$ cat config.mk
export PLATFORM = sky130hd
export DESIGN_NAME = jfa_top
export DESIGN_NICKNAME = d
export VERILOG_FILES = /design/src/jfa_pkg.sv /design/src/jfa_fec_if.sv /design/src/jfa_fec_enc.sv /design/src/jfa_top.sv
export SDC_FILE = /design/constraint.sdc
export NUM_CORES = 1
export LEC_CHECK = 0
export BUFFER_PORTS_ARGS = -buffer_cell sky130_fd_sc_hd__buf_2
export CAP_MARGIN = 20
export CORE_UTILIZATION = 40
export CTS_CLUSTER_DIAMETER = 30
export DETAILED_ROUTE_END_ITERATION = 8
export GPL_TIMING_DRIVEN = 0
export PLACE_DENSITY = 0.7
export SLEW_MARGIN = 20
export SYNTH_ARGS = -nofsm -noshare
export SYNTH_HDL_FRONTEND = slang
export SYNTH_SLANG_ARGS = --single-unit
export TNS_END_PERCENT = 5
$ cat constraint.sdc
create_clock -name clk_sys_i -period 21.3 [get_ports clk_sys_i]
set_input_delay 4.26 -clock clk_sys_i [delete_from_list [all_inputs] [get_ports clk_sys_i]]
set_output_delay 4.26 -clock clk_sys_i [all_outputs]
set_load 0.02 [all_outputs]
$ cat src/jfa_pkg.sv
package jfa_pkg;

  // Register map, byte addresses
  localparam logic [7:0] REG_CTRL = 8'h00;
  localparam logic [7:0] REG_ALARM_STATUS = 8'h04;
  localparam logic [7:0] REG_ALARM_MASK = 8'h08;
  localparam logic [7:0] REG_LANE_FIFO = 8'h0c;
  localparam logic [7:0] REG_LINK_STATUS = 8'h10;

  // Control register fields
  localparam int CTRL_LINK_EN = 0;
  localparam int CTRL_SYNC_HEADER_MODE_SELECT_LO = 1;
  localparam int CTRL_ENC_8B10B = 3;
  localparam int CTRL_CAL_SEL = 4;
  localparam int CTRL_PE_LO = 8;
  localparam logic [31:0] CTRL_RESET = 32'h0000_0000;

  // Sync header mode encodings
  localparam logic [1:0] SYNC_HEADER_MODE_SELECT_CRC12 = 2'h0;
  localparam logic [1:0] SYNC_HEADER_MODE_SELECT_FEC = 2'h2;

  // Alarm status bit positions
  localparam int ALM_CPLL = 0;
  localparam int ALM_SPLL = 1;
  localparam int ALM_NOT_DATA = 2;
  localparam int ALM_SYSREF = 3;
  localparam int ALM_CLK_UPSET = 4;
  localparam int ALM_NUM = 5;
  localparam logic [ALM_NUM-1:0] ALARM_MASK_BITS_RESET = 5'h1f;

  // Link status fields
  localparam int STAT_SUMMARY = 0;
  localparam int STAT_IN_DATA = 1;
  localparam int STAT_CTR_LO = 16;

  // Block and FEC geometry
  localparam int BLK_BITS = 64;
  localparam int BLK_PER_MB = 32;
  localparam int FEC_BITS = 26;
  localparam logic [25:0] FEC_POLY = 26'h0220211;
  localparam int SHS_EOEMB = 22;
  localparam int SHS_LAST = 31;
  localparam logic [1:0] SH_ONE = 2'h1;
  localparam logic [1:0] SH_ZERO = 2'h2;

endpackage

$ cat src/jfa_fec_if.sv
`timescale 1ns/1ps
interface jfa_fec_if;
  logic take;
  logic first;
  logic last;
  logic [jfa_pkg::BLK_BITS-1:0] data;
  logic [jfa_pkg::FEC_BITS-1:0] parity;
  logic parity_vld;

  modport src (output take, output first, output last, output data,
               input parity, input parity_vld);
  modport enc (input take, input first, input last, input data,
               output parity, output parity_vld);
endinterface

$ cat src/jfa_fec_enc.sv
`timescale 1ns/1ps
module jfa_fec_enc (
  // Clock and reset
  input wire logic clk_sys_i,
  input wire logic reset_i,
  // Block stream and parity
  jfa_fec_if.enc fec
);

  logic [jfa_pkg::FEC_BITS-1:0] state_r;
  logic [jfa_pkg::FEC_BITS-1:0] state_nxt;
  logic [jfa_pkg::FEC_BITS-1:0] parity_r;
  logic parity_vld_r;

  // Bit-serial division unrolled over one block, first bit is data[63]
  always_comb begin
    logic fb;
    fb = 1'b0;
    state_nxt = fec.first ? '0 : state_r;
    for (int i = jfa_pkg::BLK_BITS - 1; i >= 0; i--) begin
      fb = state_nxt[jfa_pkg::FEC_BITS-1] ^ fec.data[i];
      state_nxt = {state_nxt[jfa_pkg::FEC_BITS-2:0], 1'b0} ^
                  (fb ? jfa_pkg::FEC_POLY : '0);
    end
  end

  always_ff @(posedge clk_sys_i or posedge reset_i) begin
    if (reset_i) begin
      state_r <= '0;
    end else if (fec.take) begin
      state_r <= state_nxt;
    end
  end

  // Remainder after the 32nd block is the parity word
  always_ff @(posedge clk_sys_i or posedge reset_i) begin
    if (reset_i) begin
      parity_r <= '0;
      parity_vld_r <= 1'b0;
    end else begin
      parity_vld_r <= fec.take & fec.last;
      if (fec.take && fec.last) begin
        parity_r <= state_nxt;
      end
    end
  end

  assign fec.parity = parity_r;
  assign fec.parity_vld = parity_vld_r;

endmodule

$ cat src/jfa_top.sv
`timescale 1ns/1ps
// Overview of operation
// - Encoder consumes 32 scrambled 64-bit blocks per multiblock, yields 26 parity bits.
// - Data plus parity form the shortened (2074, 2048) cyclic code.
// - Divide by x^26+x^21+x^17+x^9+x^4+1 to get parity.
// - Clear divider before each multiblock; headers excluded; read after 2048 bits.
// - Link enable low holds link in reset, serializers down, clocks gated.
// - Captured SYSREF resets the local multiframe or extended multiblock clock.
// - Without SYSREF the local clock free-runs; SYNC still starts 8B/10B.
// - Six alarm sources: two PLLs, link state, SYSREF realign, upset, FIFO.
// - Each alarm sets its own sticky bit, cleared by writing 1.
// - Unmasked alarms form a summary; calibration pin can show it.
// - Channel clock mismatch in one system clock sample sets sticky upset flag.
// - Lane FIFO pointer upset sets lane flag; enable toggle resets FIFO.
// - Parity of one multiblock travels in the next multiblock's stream.
// - Sync header mode 2 selects FEC framing of the stream.
// - Stream ends 00001; bit 22 carries end-of-extended-multiblock.
// - Header 01 sends a 1, header 10 sends a 0.
module jfa_top #(
  parameter int LANES = 8,
  parameter int MB_PER_EMB = 1,
  parameter int FRAMES_PER_MF = 32
) (
  // Clock and reset
  input wire logic clk_sys_i,
  input wire logic reset_i,
  // Register port
  input wire logic [7:0] reg_addr_i,
  input wire logic [31:0] reg_wdata_i,
  input wire logic reg_wr_i,
  input wire logic reg_rd_i,
  output logic [31:0] reg_rdata_o,
  // Scrambled block stream in
  input wire logic blk_valid_i,
  input wire logic [63:0] blk_data_i,
  // Coded block stream out
  output logic blk_valid_o,
  output logic [63:0] blk_data_o,
  output logic [1:0] sync_hdr_o,
  // Timing pins
  input wire logic sysref_i,
  input wire logic sync_n_i,
  // Alarm sources
  input wire logic conv_pll_locked_i,
  input wire logic ser_pll_locked_i,
  input wire logic chan_a_clk_i,
  input wire logic chan_b_clk_i,
  input wire logic [LANES-1:0] lane_fifo_err_i,
  input wire logic cal_done_i,
  // Link control outputs
  output logic link_reset_o,
  output logic serializer_powerdown_o,
  output logic link_clk_enable_o,
  output logic ser_fifo_reset_o,
  output logic cgs_ilas_start_o,
  output logic lemc_edge_o,
  output logic [3:0] serializer_preemphasis_level_o,
  output logic summary_alarm_o,
  output logic calibration_status_pin_o
);

  localparam int EMB_BLOCKS = jfa_pkg::BLK_PER_MB * MB_PER_EMB;
  localparam int CTR_MAX = (EMB_BLOCKS > FRAMES_PER_MF) ?
                           EMB_BLOCKS : FRAMES_PER_MF;
  localparam int CW = $clog2(CTR_MAX + 1);
  localparam int NSYNC = LANES + 6;

  if (LANES < 1 || LANES > 16 || MB_PER_EMB < 1 || FRAMES_PER_MF < 1) begin
    $error("jfa_top: unsupported parameter values");
  end

  jfa_fec_if fec_bus ();

  // Control, alarm mask, alarm status and lane FIFO registers, read data
  logic link_enable_r;
  logic [1:0] sync_header_mode_select_r;
  logic enc_8b10b_r;
  logic cal_status_sel_r;
  logic [3:0] serializer_preemphasis_level_r;
  logic [jfa_pkg::ALM_NUM-1:0] alarm_status_flags_r;
  logic [jfa_pkg::ALM_NUM-1:0] alarm_mask_bits_r;
  logic [LANES-1:0] lane_fifo_error_flags_r;
  logic [31:0] rdata_r;

  // Synchronisers for every pin input except cal_done_i
  logic [NSYNC-1:0] pin_raw;
  logic [NSYNC-1:0] meta_r;
  logic [NSYNC-1:0] sync_r;
  logic sysref_d_r;
  logic sysref_s;
  logic sync_n_s;
  logic cpll_s;
  logic spll_s;
  logic clka_s;
  logic clkb_s;
  logic [LANES-1:0] fifo_err_s;

  // Local clock counter and stream state
  logic [CW-1:0] ctr_r;
  logic [CW-1:0] period_m1;
  logic sysref_edge;
  logic realign;
  logic [4:0] blk_idx;
  logic eoemb;
  logic shs_bit;
  logic in_data;
  logic blk_valid_r;
  logic [63:0] blk_data_r;
  logic [1:0] sync_hdr_r;
  logic [jfa_pkg::ALM_NUM-1:0] alarm_set;
  logic wr_alarm;
  logic wr_fifo;

  assign pin_raw = {fifo_err_i_view(lane_fifo_err_i), chan_b_clk_i,
                    chan_a_clk_i, ser_pll_locked_i, conv_pll_locked_i,
                    sync_n_i, sysref_i};

  function automatic logic [LANES-1:0] fifo_err_i_view(
    input logic [LANES-1:0] v
  );
    return v;
  endfunction

  // Two flops per pin; only the second stage is read by logic
  always_ff @(posedge clk_sys_i or posedge reset_i) begin
    if (reset_i) begin
      meta_r <= '0;
      sync_r <= '0;
    end else begin
      meta_r <= pin_raw;
      sync_r <= meta_r;
    end
  end

  assign sysref_s = sync_r[0];
  assign sync_n_s = sync_r[1];
  assign cpll_s = sync_r[2];
  assign spll_s = sync_r[3];
  assign clka_s = sync_r[4];
  assign clkb_s = sync_r[5];
  assign fifo_err_s = sync_r[NSYNC-1:6];

  // Register writes
  always_ff @(posedge clk_sys_i or posedge reset_i) begin
    if (reset_i) begin
      link_enable_r <= jfa_pkg::CTRL_RESET[jfa_pkg::CTRL_LINK_EN];
      sync_header_mode_select_r <=
        jfa_pkg::CTRL_RESET[jfa_pkg::CTRL_SYNC_HEADER_MODE_SELECT_LO +: 2];
      enc_8b10b_r <= jfa_pkg::CTRL_RESET[jfa_pkg::CTRL_ENC_8B10B];
      cal_status_sel_r <= jfa_pkg::CTRL_RESET[jfa_pkg::CTRL_CAL_SEL];
      serializer_preemphasis_level_r <=
        jfa_pkg::CTRL_RESET[jfa_pkg::CTRL_PE_LO +: 4];
    end else if (reg_wr_i && reg_addr_i == jfa_pkg::REG_CTRL) begin
      // Link settings are only safe to change while disabled
      link_enable_r <= reg_wdata_i[jfa_pkg::CTRL_LINK_EN];
      sync_header_mode_select_r <= reg_wdata_i[jfa_pkg::CTRL_SYNC_HEADER_MODE_SELECT_LO +: 2];
      enc_8b10b_r <= reg_wdata_i[jfa_pkg::CTRL_ENC_8B10B];
      cal_status_sel_r <= reg_wdata_i[jfa_pkg::CTRL_CAL_SEL];
      serializer_preemphasis_level_r <= reg_wdata_i[jfa_pkg::CTRL_PE_LO +: 4];
    end
  end

  always_ff @(posedge clk_sys_i or posedge reset_i) begin
    if (reset_i) begin
      alarm_mask_bits_r <= jfa_pkg::ALARM_MASK_BITS_RESET;
    end else if (reg_wr_i && reg_addr_i == jfa_pkg::REG_ALARM_MASK) begin
      alarm_mask_bits_r <= reg_wdata_i[jfa_pkg::ALM_NUM-1:0];
    end
  end

  // Link enable gating
  assign link_reset_o = ~link_enable_r;
  assign serializer_powerdown_o = ~link_enable_r;
  assign link_clk_enable_o = link_enable_r;
  assign ser_fifo_reset_o = ~link_enable_r;
  assign serializer_preemphasis_level_o = serializer_preemphasis_level_r;

  // SYSREF capture and local clock
  always_ff @(posedge clk_sys_i or posedge reset_i) begin
    if (reset_i) begin
      sysref_d_r <= 1'b0;
    end else begin
      sysref_d_r <= sysref_s;
    end
  end

  assign sysref_edge = sysref_s & ~sysref_d_r;
  assign period_m1 = enc_8b10b_r ? CW'(FRAMES_PER_MF - 1) :
                                   CW'(EMB_BLOCKS - 1);
  assign realign = sysref_edge && link_enable_r && ctr_r != '0;

  // Counter advances per block or frame strobe; free-runs without SYSREF
  always_ff @(posedge clk_sys_i or posedge reset_i) begin
    if (reset_i) begin
      ctr_r <= '0;
    end else if (!link_enable_r) begin
      ctr_r <= '0;
    end else if (sysref_edge) begin
      ctr_r <= '0;
    end else if (blk_valid_i) begin
      ctr_r <= (ctr_r == period_m1) ? '0 : ctr_r + 1'b1;
    end
  end

  assign lemc_edge_o = link_enable_r && ctr_r == '0;
  assign blk_idx = ctr_r[4:0];
  assign eoemb = (ctr_r >> 5) == CW'(MB_PER_EMB - 1);

  // FEC divider fed with each block in transmission order
  assign fec_bus.take = blk_valid_i & link_enable_r & ~enc_8b10b_r;
  assign fec_bus.first = blk_idx == 5'h00;
  assign fec_bus.last = blk_idx == 5'h1f;
  assign fec_bus.data = blk_data_i;

  jfa_fec_enc u_fec (
    .clk_sys_i(clk_sys_i),
    .reset_i(reset_i),
    .fec(fec_bus)
  );

  // Sync header stream bit for a block position
  function automatic logic shs_map(
    input logic [4:0] idx,
    input logic [25:0] par,
    input logic eo,
    input logic [1:0] mode
  );
    logic b;
    b = 1'b0;
    if (idx == 5'(jfa_pkg::SHS_EOEMB)) begin
      b = eo;
    end else if (idx == 5'(jfa_pkg::SHS_LAST)) begin
      b = 1'b1;
    end else if (idx > 5'd26) begin
      b = 1'b0;
    end else if (mode == jfa_pkg::SYNC_HEADER_MODE_SELECT_FEC) begin
      // Parity of the previous multiblock, MSB first
      b = (idx < 5'd22) ? par[5'd25 - idx] : par[5'd26 - idx];
    end else begin
      // Other modes keep the pilot ones; CRC content is not produced here
      b = (idx[1:0] == 2'h3) || idx == 5'd21;
    end
    return b;
  endfunction

  assign shs_bit = shs_map(blk_idx, fec_bus.parity, eoemb,
                           sync_header_mode_select_r);

  // Output stage
  always_ff @(posedge clk_sys_i or posedge reset_i) begin
    if (reset_i) begin
      blk_valid_r <= 1'b0;
      blk_data_r <= '0;
      sync_hdr_r <= jfa_pkg::SH_ZERO;
    end else begin
      blk_valid_r <= blk_valid_i & link_enable_r & ~enc_8b10b_r;
      if (blk_valid_i) begin
        blk_data_r <= blk_data_i;
        sync_hdr_r <= shs_bit ? jfa_pkg::SH_ONE : jfa_pkg::SH_ZERO;
      end
    end
  end

  assign blk_valid_o = blk_valid_r;
  assign blk_data_o = blk_data_r;
  assign sync_hdr_o = sync_hdr_r;

  // 8B/10B start of code group sync follows SYNC even without SYSREF
  assign cgs_ilas_start_o = link_enable_r & enc_8b10b_r & ~sync_n_s;
  assign in_data = link_enable_r & (~enc_8b10b_r | sync_n_s);

  // Alarm sources; upset compares the synchronised channel clocks every cycle
  always_comb begin
    alarm_set = '0;
    alarm_set[jfa_pkg::ALM_CPLL] = ~cpll_s;
    alarm_set[jfa_pkg::ALM_SPLL] = ~spll_s;
    alarm_set[jfa_pkg::ALM_NOT_DATA] = ~in_data;
    alarm_set[jfa_pkg::ALM_SYSREF] = realign;
    alarm_set[jfa_pkg::ALM_CLK_UPSET] = clka_s ^ clkb_s;
  end

  assign wr_alarm = reg_wr_i && reg_addr_i == jfa_pkg::REG_ALARM_STATUS;
  assign wr_fifo = reg_wr_i && reg_addr_i == jfa_pkg::REG_LANE_FIFO;

  // Sticky flags, write one to clear; a new event beats the clear
  always_ff @(posedge clk_sys_i or posedge reset_i) begin
    if (reset_i) begin
      alarm_status_flags_r <= '0;
    end else begin
      alarm_status_flags_r <= (alarm_status_flags_r &
        ~(wr_alarm ? reg_wdata_i[jfa_pkg::ALM_NUM-1:0] : '0)) |
        alarm_set;
    end
  end

  always_ff @(posedge clk_sys_i or posedge reset_i) begin
    if (reset_i) begin
      lane_fifo_error_flags_r <= '0;
    end else begin
      lane_fifo_error_flags_r <= (lane_fifo_error_flags_r &
        ~(wr_fifo ? reg_wdata_i[LANES-1:0] : '0)) |
        (fifo_err_s & {LANES{link_enable_r}});
    end
  end

  assign summary_alarm_o = |(alarm_status_flags_r & ~alarm_mask_bits_r) |
                           |lane_fifo_error_flags_r;
  assign calibration_status_pin_o = cal_status_sel_r ? summary_alarm_o :
                                    cal_done_i;

  // Register reads, data in the following cycle only
  always_ff @(posedge clk_sys_i or posedge reset_i) begin
    if (reset_i) begin
      rdata_r <= '0;
    end else begin
      rdata_r <= '0;
      if (reg_rd_i) begin
        unique case (reg_addr_i)
          jfa_pkg::REG_CTRL: begin
            rdata_r[jfa_pkg::CTRL_LINK_EN] <= link_enable_r;
            rdata_r[jfa_pkg::CTRL_SYNC_HEADER_MODE_SELECT_LO +: 2] <=
              sync_header_mode_select_r;
            rdata_r[jfa_pkg::CTRL_ENC_8B10B] <= enc_8b10b_r;
            rdata_r[jfa_pkg::CTRL_CAL_SEL] <= cal_status_sel_r;
            rdata_r[jfa_pkg::CTRL_PE_LO +: 4] <=
              serializer_preemphasis_level_r;
          end
          jfa_pkg::REG_ALARM_STATUS: begin
            rdata_r[jfa_pkg::ALM_NUM-1:0] <= alarm_status_flags_r;
          end
          jfa_pkg::REG_ALARM_MASK: begin
            rdata_r[jfa_pkg::ALM_NUM-1:0] <= alarm_mask_bits_r;
          end
          jfa_pkg::REG_LANE_FIFO: begin
            rdata_r[LANES-1:0] <= lane_fifo_error_flags_r;
          end
          jfa_pkg::REG_LINK_STATUS: begin
            rdata_r[jfa_pkg::STAT_SUMMARY] <= summary_alarm_o;
            rdata_r[jfa_pkg::STAT_IN_DATA] <= in_data;
            rdata_r[jfa_pkg::STAT_CTR_LO +: CW] <= ctr_r;
          end
          default: begin
            rdata_r <= '0;
          end
        endcase
      end
    end
  end

  assign reg_rdata_o = rdata_r;

endmodule

=== Yosys cells after proc, flatten, opt, wreduce, memory -nomap -nowiden ===
Cells that the tools add are included.

* Memories kept: 0
* Bits of input ports: 124
* Output and inout port bits: 111
* Logic and storage cells: 293
* Latch bits: 0
* Bits in read-only memories: 0
* RAM bits: 0
* Flip-flop bits (word level): 213

* Shift-type cells: 0
* Bitwise gates (word level): 153
* Divide/modulo/power cells: 0
* Reduce and logical (&&, ||, !) cells: 16
* Equality and inequality tests: 11
* $add $sub $neg: 3
* $lt $le $gt $ge: 4
* Multiply operators: 0
* Mux-type cells: 88

{| class="wikitable"
|+ Operator list
! cell !! number
|-
| bitwise XOR 26 bit || 64
|-
| 2-to-1 mux 22 bit || 65
|-
| bitwise XOR 1 bit || 65
|-
| 2-to-1 mux 6 bit || 5
|-
| 2-to-1 mux 26 bit || 1
|-
| bitwise AND 8 bit || 2
|-
| == test 8 x 4 -> 1 bit (second input constant) || 2
|-
| == test 5 bit (second input constant) || 3
|-
| zero test 6 bit || 2
|-
| < comparator 5 x 6 -> 1 bit (second input constant) || 2
|-
| one-hot mux 3 bit (4 select lines) || 1
|-
| bitwise AND 5 bit || 2
|-
| binary-select mux 1 bit (select 5 bit) || 2
|-
| inverter 5 bit || 2
|-
| one-hot mux 2 bit (5 select lines) || 1
|-
| subtractor 5 bit (first input constant) || 2
|-
| == test 8 x 3 -> 1 bit (second input constant) || 1
|-
| == test 8 x 5 -> 1 bit (second input constant) || 1
|-
| logical AND 1 bit || 8
|-
| zero test 8 bit || 1
|-
| 2-to-1 mux 1 bit || 8
|-
| 2-to-1 mux 8 bit || 1
|-
| inverter 8 bit || 1
|-
| OR 8 bit || 1
|-
| 19 further kinds || 32
|}

=== Longest topological paths before layout ===
* Depth in word-level cells: 194
* Gate-level depth with buffers: 17
* Depth with buffers taken out: 13

=== Cells and area by module ===
Synthesis repeated with hierarchy kept, for this count alone.

* Cells, all modules: 870
* Area total of the unflattened synthesis: 11200.7 µm²

{| class="wikitable"
|+ Modules (own cells, without submodules)
! module !! cells an instance !! times used !! sequential area each (µm²) !! area each (µm²)
|-
| jfa_top || 462 || 1 || 3686.0 || 6276.0
|-
| jfa_fec_enc || 408 || 1 || 1326.3 || 4924.7
|}

=== Least setup slack after synthesis ===
Ideal clock, no wire load.

* Path kind: input to output
* Start point: in cal_done_i
* End point: out calibration_status_pin_o
* Buffers on the path: 0
* Arrival time: 4562 ps
* Required time: 17040 ps
* Cell stages on the path: 1
* Path slack: 12478 ps
* Cells stage by stage: mux2_2

* Word-level cells in the longest chain between the ends: 1

{| class="wikitable"
|+ Ends and longest elaborated chain
! element !! RTL line !! RTL
|-
| from (decl) || jfa_top.sv:49 || <nowiki>input wire logic cal_done_i,</nowiki>
|-
| 2-to-1 mux 1 bit || jfa_top.sv:308 || <nowiki>assign calibration_status_pin_o = cal_status_sel_r ? summary_alarm_o :</nowiki>
|-
| to (decl) || jfa_top.sv:59 || <nowiki>output logic calibration_status_pin_o</nowiki>
|}

No other way between the ends.

=== Worst setup path after layout ===
Same ends and word-level chain as after synthesis.

==> summary.md <==
| Metric | Value |
|---|---|
| Max Cap Viol | 0 |
| Hold Crit Class | reg2reg |
| Yosys reg bits | 199 |
| Clock Skew | 13.04 ps |
| Cell taking the most area after synthesis | dfrtp_1 |
| GR Layer Usage met1 | 27.40% |
| Min Hold Slack | 351.4 ps |
| Synth warn | 0 |
| Setup_tns | 0 ps |
| Reg clk slew, reported paths | 90 ps |
| Relative slew slack | 41.15% |
| Die Wd | 166.2 um |
| Leakage | 6.177 nW |
| Period utilisation layout | 42.30% |
| Fmax | 111.0 MHz |
| Sequential share of the synthesized area | 46.26% |
| GR Layer Usage met2 | 32.98% |
| Post-DP HPWL | 20820 um |
| Period minus WS final | 9011 ps |
| Post-route ant nets | 0 |
| Outcome | finished, violations left |
| PD cells | 180.9 mW/mm^2 |
| Clock latency on the worst-skew pair | 440 ps |
| Post-synth EDFFs | 0 |
| Crit-path max FO | 1 |
| Synth-to-Final Area Change | 19.83% |
| CP endpoint | calibration_status_pin_o |
| Met3 usage | 2.836% |
| Async SR Flop Fraction | 100.0% |
| Largest net degree at the start of global routing | 84 |
| Crit start category | primary input |
| Core area | 0.02628 mm^2 |
| Worst-Margin Slew | 873.5 ps |
| WL/cell | 18.72 um |
| TritonCTS clock tree | yes |
| Post-CTS setup buffers | 0 |
| Worst flop-to-flop path endpoint | u_fec.state_r[20] |
| Final Hold Vio Count | 0 |
| Mapped cell area | 0.01078 mm^2 |
| # diodes | 0 |
| WP data arrival | 4750 ps |
| GPL Wtd Cong | 0.8691 |
| Yosys top cell area share | 44.80% |
| # hold bufs at CTS | 0 |
| DRT Pass-1 Iters | 7 |
| Rows | 59 |
| Post-route cell area | 0.01292 mm^2 |
| Clock Sinks | 199 |
| Distinct cell type count after synthesis | 55 |
| Dominant cells by area after synthesis | dfrtp_1 (45%), mux2_2 (8.5%), xnor3_1 (7.7%) |
| GR Overflow Total | 0 |
| Commonest cells post-synth | dfrtp_1 (193), nand2_1 (106), xnor2_1 (85), mux2_2 (81), o21ai_0 (52) |
| R2R Setup Slk | 15770 ps |
| RSZ-0062 raised after global routing | no |
| R2r worst-path depth | 16 |
| H-tree levels | 4 |
| Clock root cell | clkbuf_16 |
| Setup Viol. Count Final | 0 |
| Via density | 5.030 |
| Failing checks | DRC |
| Starting Density | 41.03% |
| Initial drt markers | 408 |
| Kind of critical path | in2out |
| Busiest grt layer | met2 |
| Place WS | 12290 ps |
| Die ar. | 0.02761 mm^2 |
| Most frequent cell after synthesis | dfrtp_1 |
| Post-CTS Resized | 0 |
| Port buffer count | 199 |
| CP endpoint kind | primary output |
| DP Area | 0.01231 mm^2 |
| WL final | 26560 um |
| Drt drc | 5 |
| Slew Viols, Final | 0 |
| Critical path required time | 17040 ps |
| Max Root-Sink Buffers | 2 |
| Total Routing Usage GR | 19.77% |
| Share of post-route cells with drive strength above 1 | 35.70% |
| Reg2reg start | ctr_r[0] |
| Post-Synthesis Cells | 838 |
| Final WS setup | 12290 ps |
| Vias in the first global route | 7330 |
| VDD IR-drop max | 0.3188 mV |
| Mean Syn Cell Area | 12.87 um^2 |
| NumNets Final | 1202 |
| Crit. Startpoint | cal_done_i |
| Fillers | 2380 |
| Global-route wire length before repair | 41710 um |
| Final core utilization | 49.16% |
| DR vias | 7137 |
| Die H | 166.2 um |
| Primary FF master, synth | dfrtp_1 |
| IO Pins | 235 |
| Initial antenna violation count | 0 |
| CTS Buf Count | 17 |
==> state kept, by name, summed over array words and instances, names as in the netlist <==
name and flops:
alarm_mask_bits_r 5, alarm_status_flags_r 5, blk_data_o 64, blk_valid_o 1
cal_status_sel_r 1, ctr_r 6, enc_8b10b_r 1, lane_fifo_error_flags_r 8
link_clk_enable_o 1, meta_r 14, reg_rdata_o 18, serializer_preemphasis_level_o 4
sync_hdr_o 2, sync_header_mode_select_r 2, sync_r 14, sysref_d_r 1
u_fec.fec.parity 26, u_fec.state_r 26
==> per-stage QoR <==
| step | std cells | power [W] |
|---|---|---|
| global route | 1419 | 0.002403 |
| detailed placement | 1387 | 0.001964 |
| finish | 1419 | 0.002338 |
| global placement | 1385 | 0.001960 |
| floorplan | 851 | 0.001524 |
| CTS | 1419 | 0.002322 |
==> power by group <==
group / leakage, nW / total (W) / switching (W) / internal, W
clock: 0.298 / 0.000332 / 0.000170 / 0.000162
combinational: 3.40 / 0.00156 / 0.000822 / 0.000739
sequential: 2.48 / 0.000445 / 0.0000272 / 0.000418
total: 6.18 / 0.00234 / 0.00102 / 0.00132
==> cell usage in the layout, fill, tap and decap left out, types with 5 or more instances in the layout <==
| master | instances |
|---|---|
| nand2_1 | 106 |
| mux2i_1 | 7 |
| o21ai_0 | 52 |
| clkbuf_16 | 17 |
| ha_1 | 7 |
| mux2_2 | 81 |
| inv_1 | 15 |
| xor2_2 | 6 |
| o21ai_1 | 7 |
| dfrtp_1 | 193 |
| nand3_1 | 8 |
| and3_1 | 11 |
| xor2_1 | 50 |
| buf_2 | 199 |
| xor3_1 | 11 |
| a22o_1 | 8 |
| xnor3_1 | 37 |
| dfstp_2 | 6 |
| nor2_1 | 13 |
| xnor2_2 | 8 |
| inv_8 | 5 |
| buf_4 | 16 |
| conb_1 | 14 |
| xnor2_1 | 85 |
| mux4_2 | 17 |
| clkbuf_1 | 28 |
==> cell families (layout without fill, tap and decap cells) <==
logic type                 Yosys count  count (layout)  share of synthesized area (%)
other                                1              14                        0.03478
DFF                                199             199                          46.26
AOI/OAI and AO/OA                   85              85                          4.677
muxes                              105             105                          12.66
buffers and inverters               65             298                          3.029
and+or+nand+nor                    171             171                          7.381
xor gates and xnor gates           205             205                          25.15
adders and majority gates            7               7                         0.8123
==> how the worst min path moves through the flow <==
stage               startpoint          to  depth (start not counted)
floorplan            meta_r[0]   sync_r[0]                          0
detailed placement   meta_r[0]   sync_r[0]                          0
global route         meta_r[0]   sync_r[0]                          0
CTS                  meta_r[8]   sync_r[8]                          0
global placement    meta_r[12]  sync_r[12]                          0
finish               meta_r[8]   sync_r[8]                          0
==> final cells by class <==
type | count | area, um^2 | area share [%]
Sequential cell | 199 | 4987 | 38.60
Clock buffer | 17 | 425.4 | 3.293
Multi-Input combinational cell | 587 | 5517 | 42.70
Timing Repair Buffer | 201 | 1051 | 8.135
Tap cell | 335 | 419.2 | 3.244
Buffer | 49 | 266.5 | 2.063
Clock inverter | 15 | 186.4 | 1.443
Inverter | 16 | 67.56 | 0.5230
==> worst max-delay path, cell delays in order <==
cell	delay, ps
buf_2	90
mux2_2	240
buf_2	160
==> metal layers <==
metal  part of all wire [%]  up-vias
li1                       -     3301
met1                     45     3627
met2                     49      185
met3                    4.7       24
met4                    1.1        0
met5                      0        -
No activity file was read; power rests on OpenSTA's default activity.
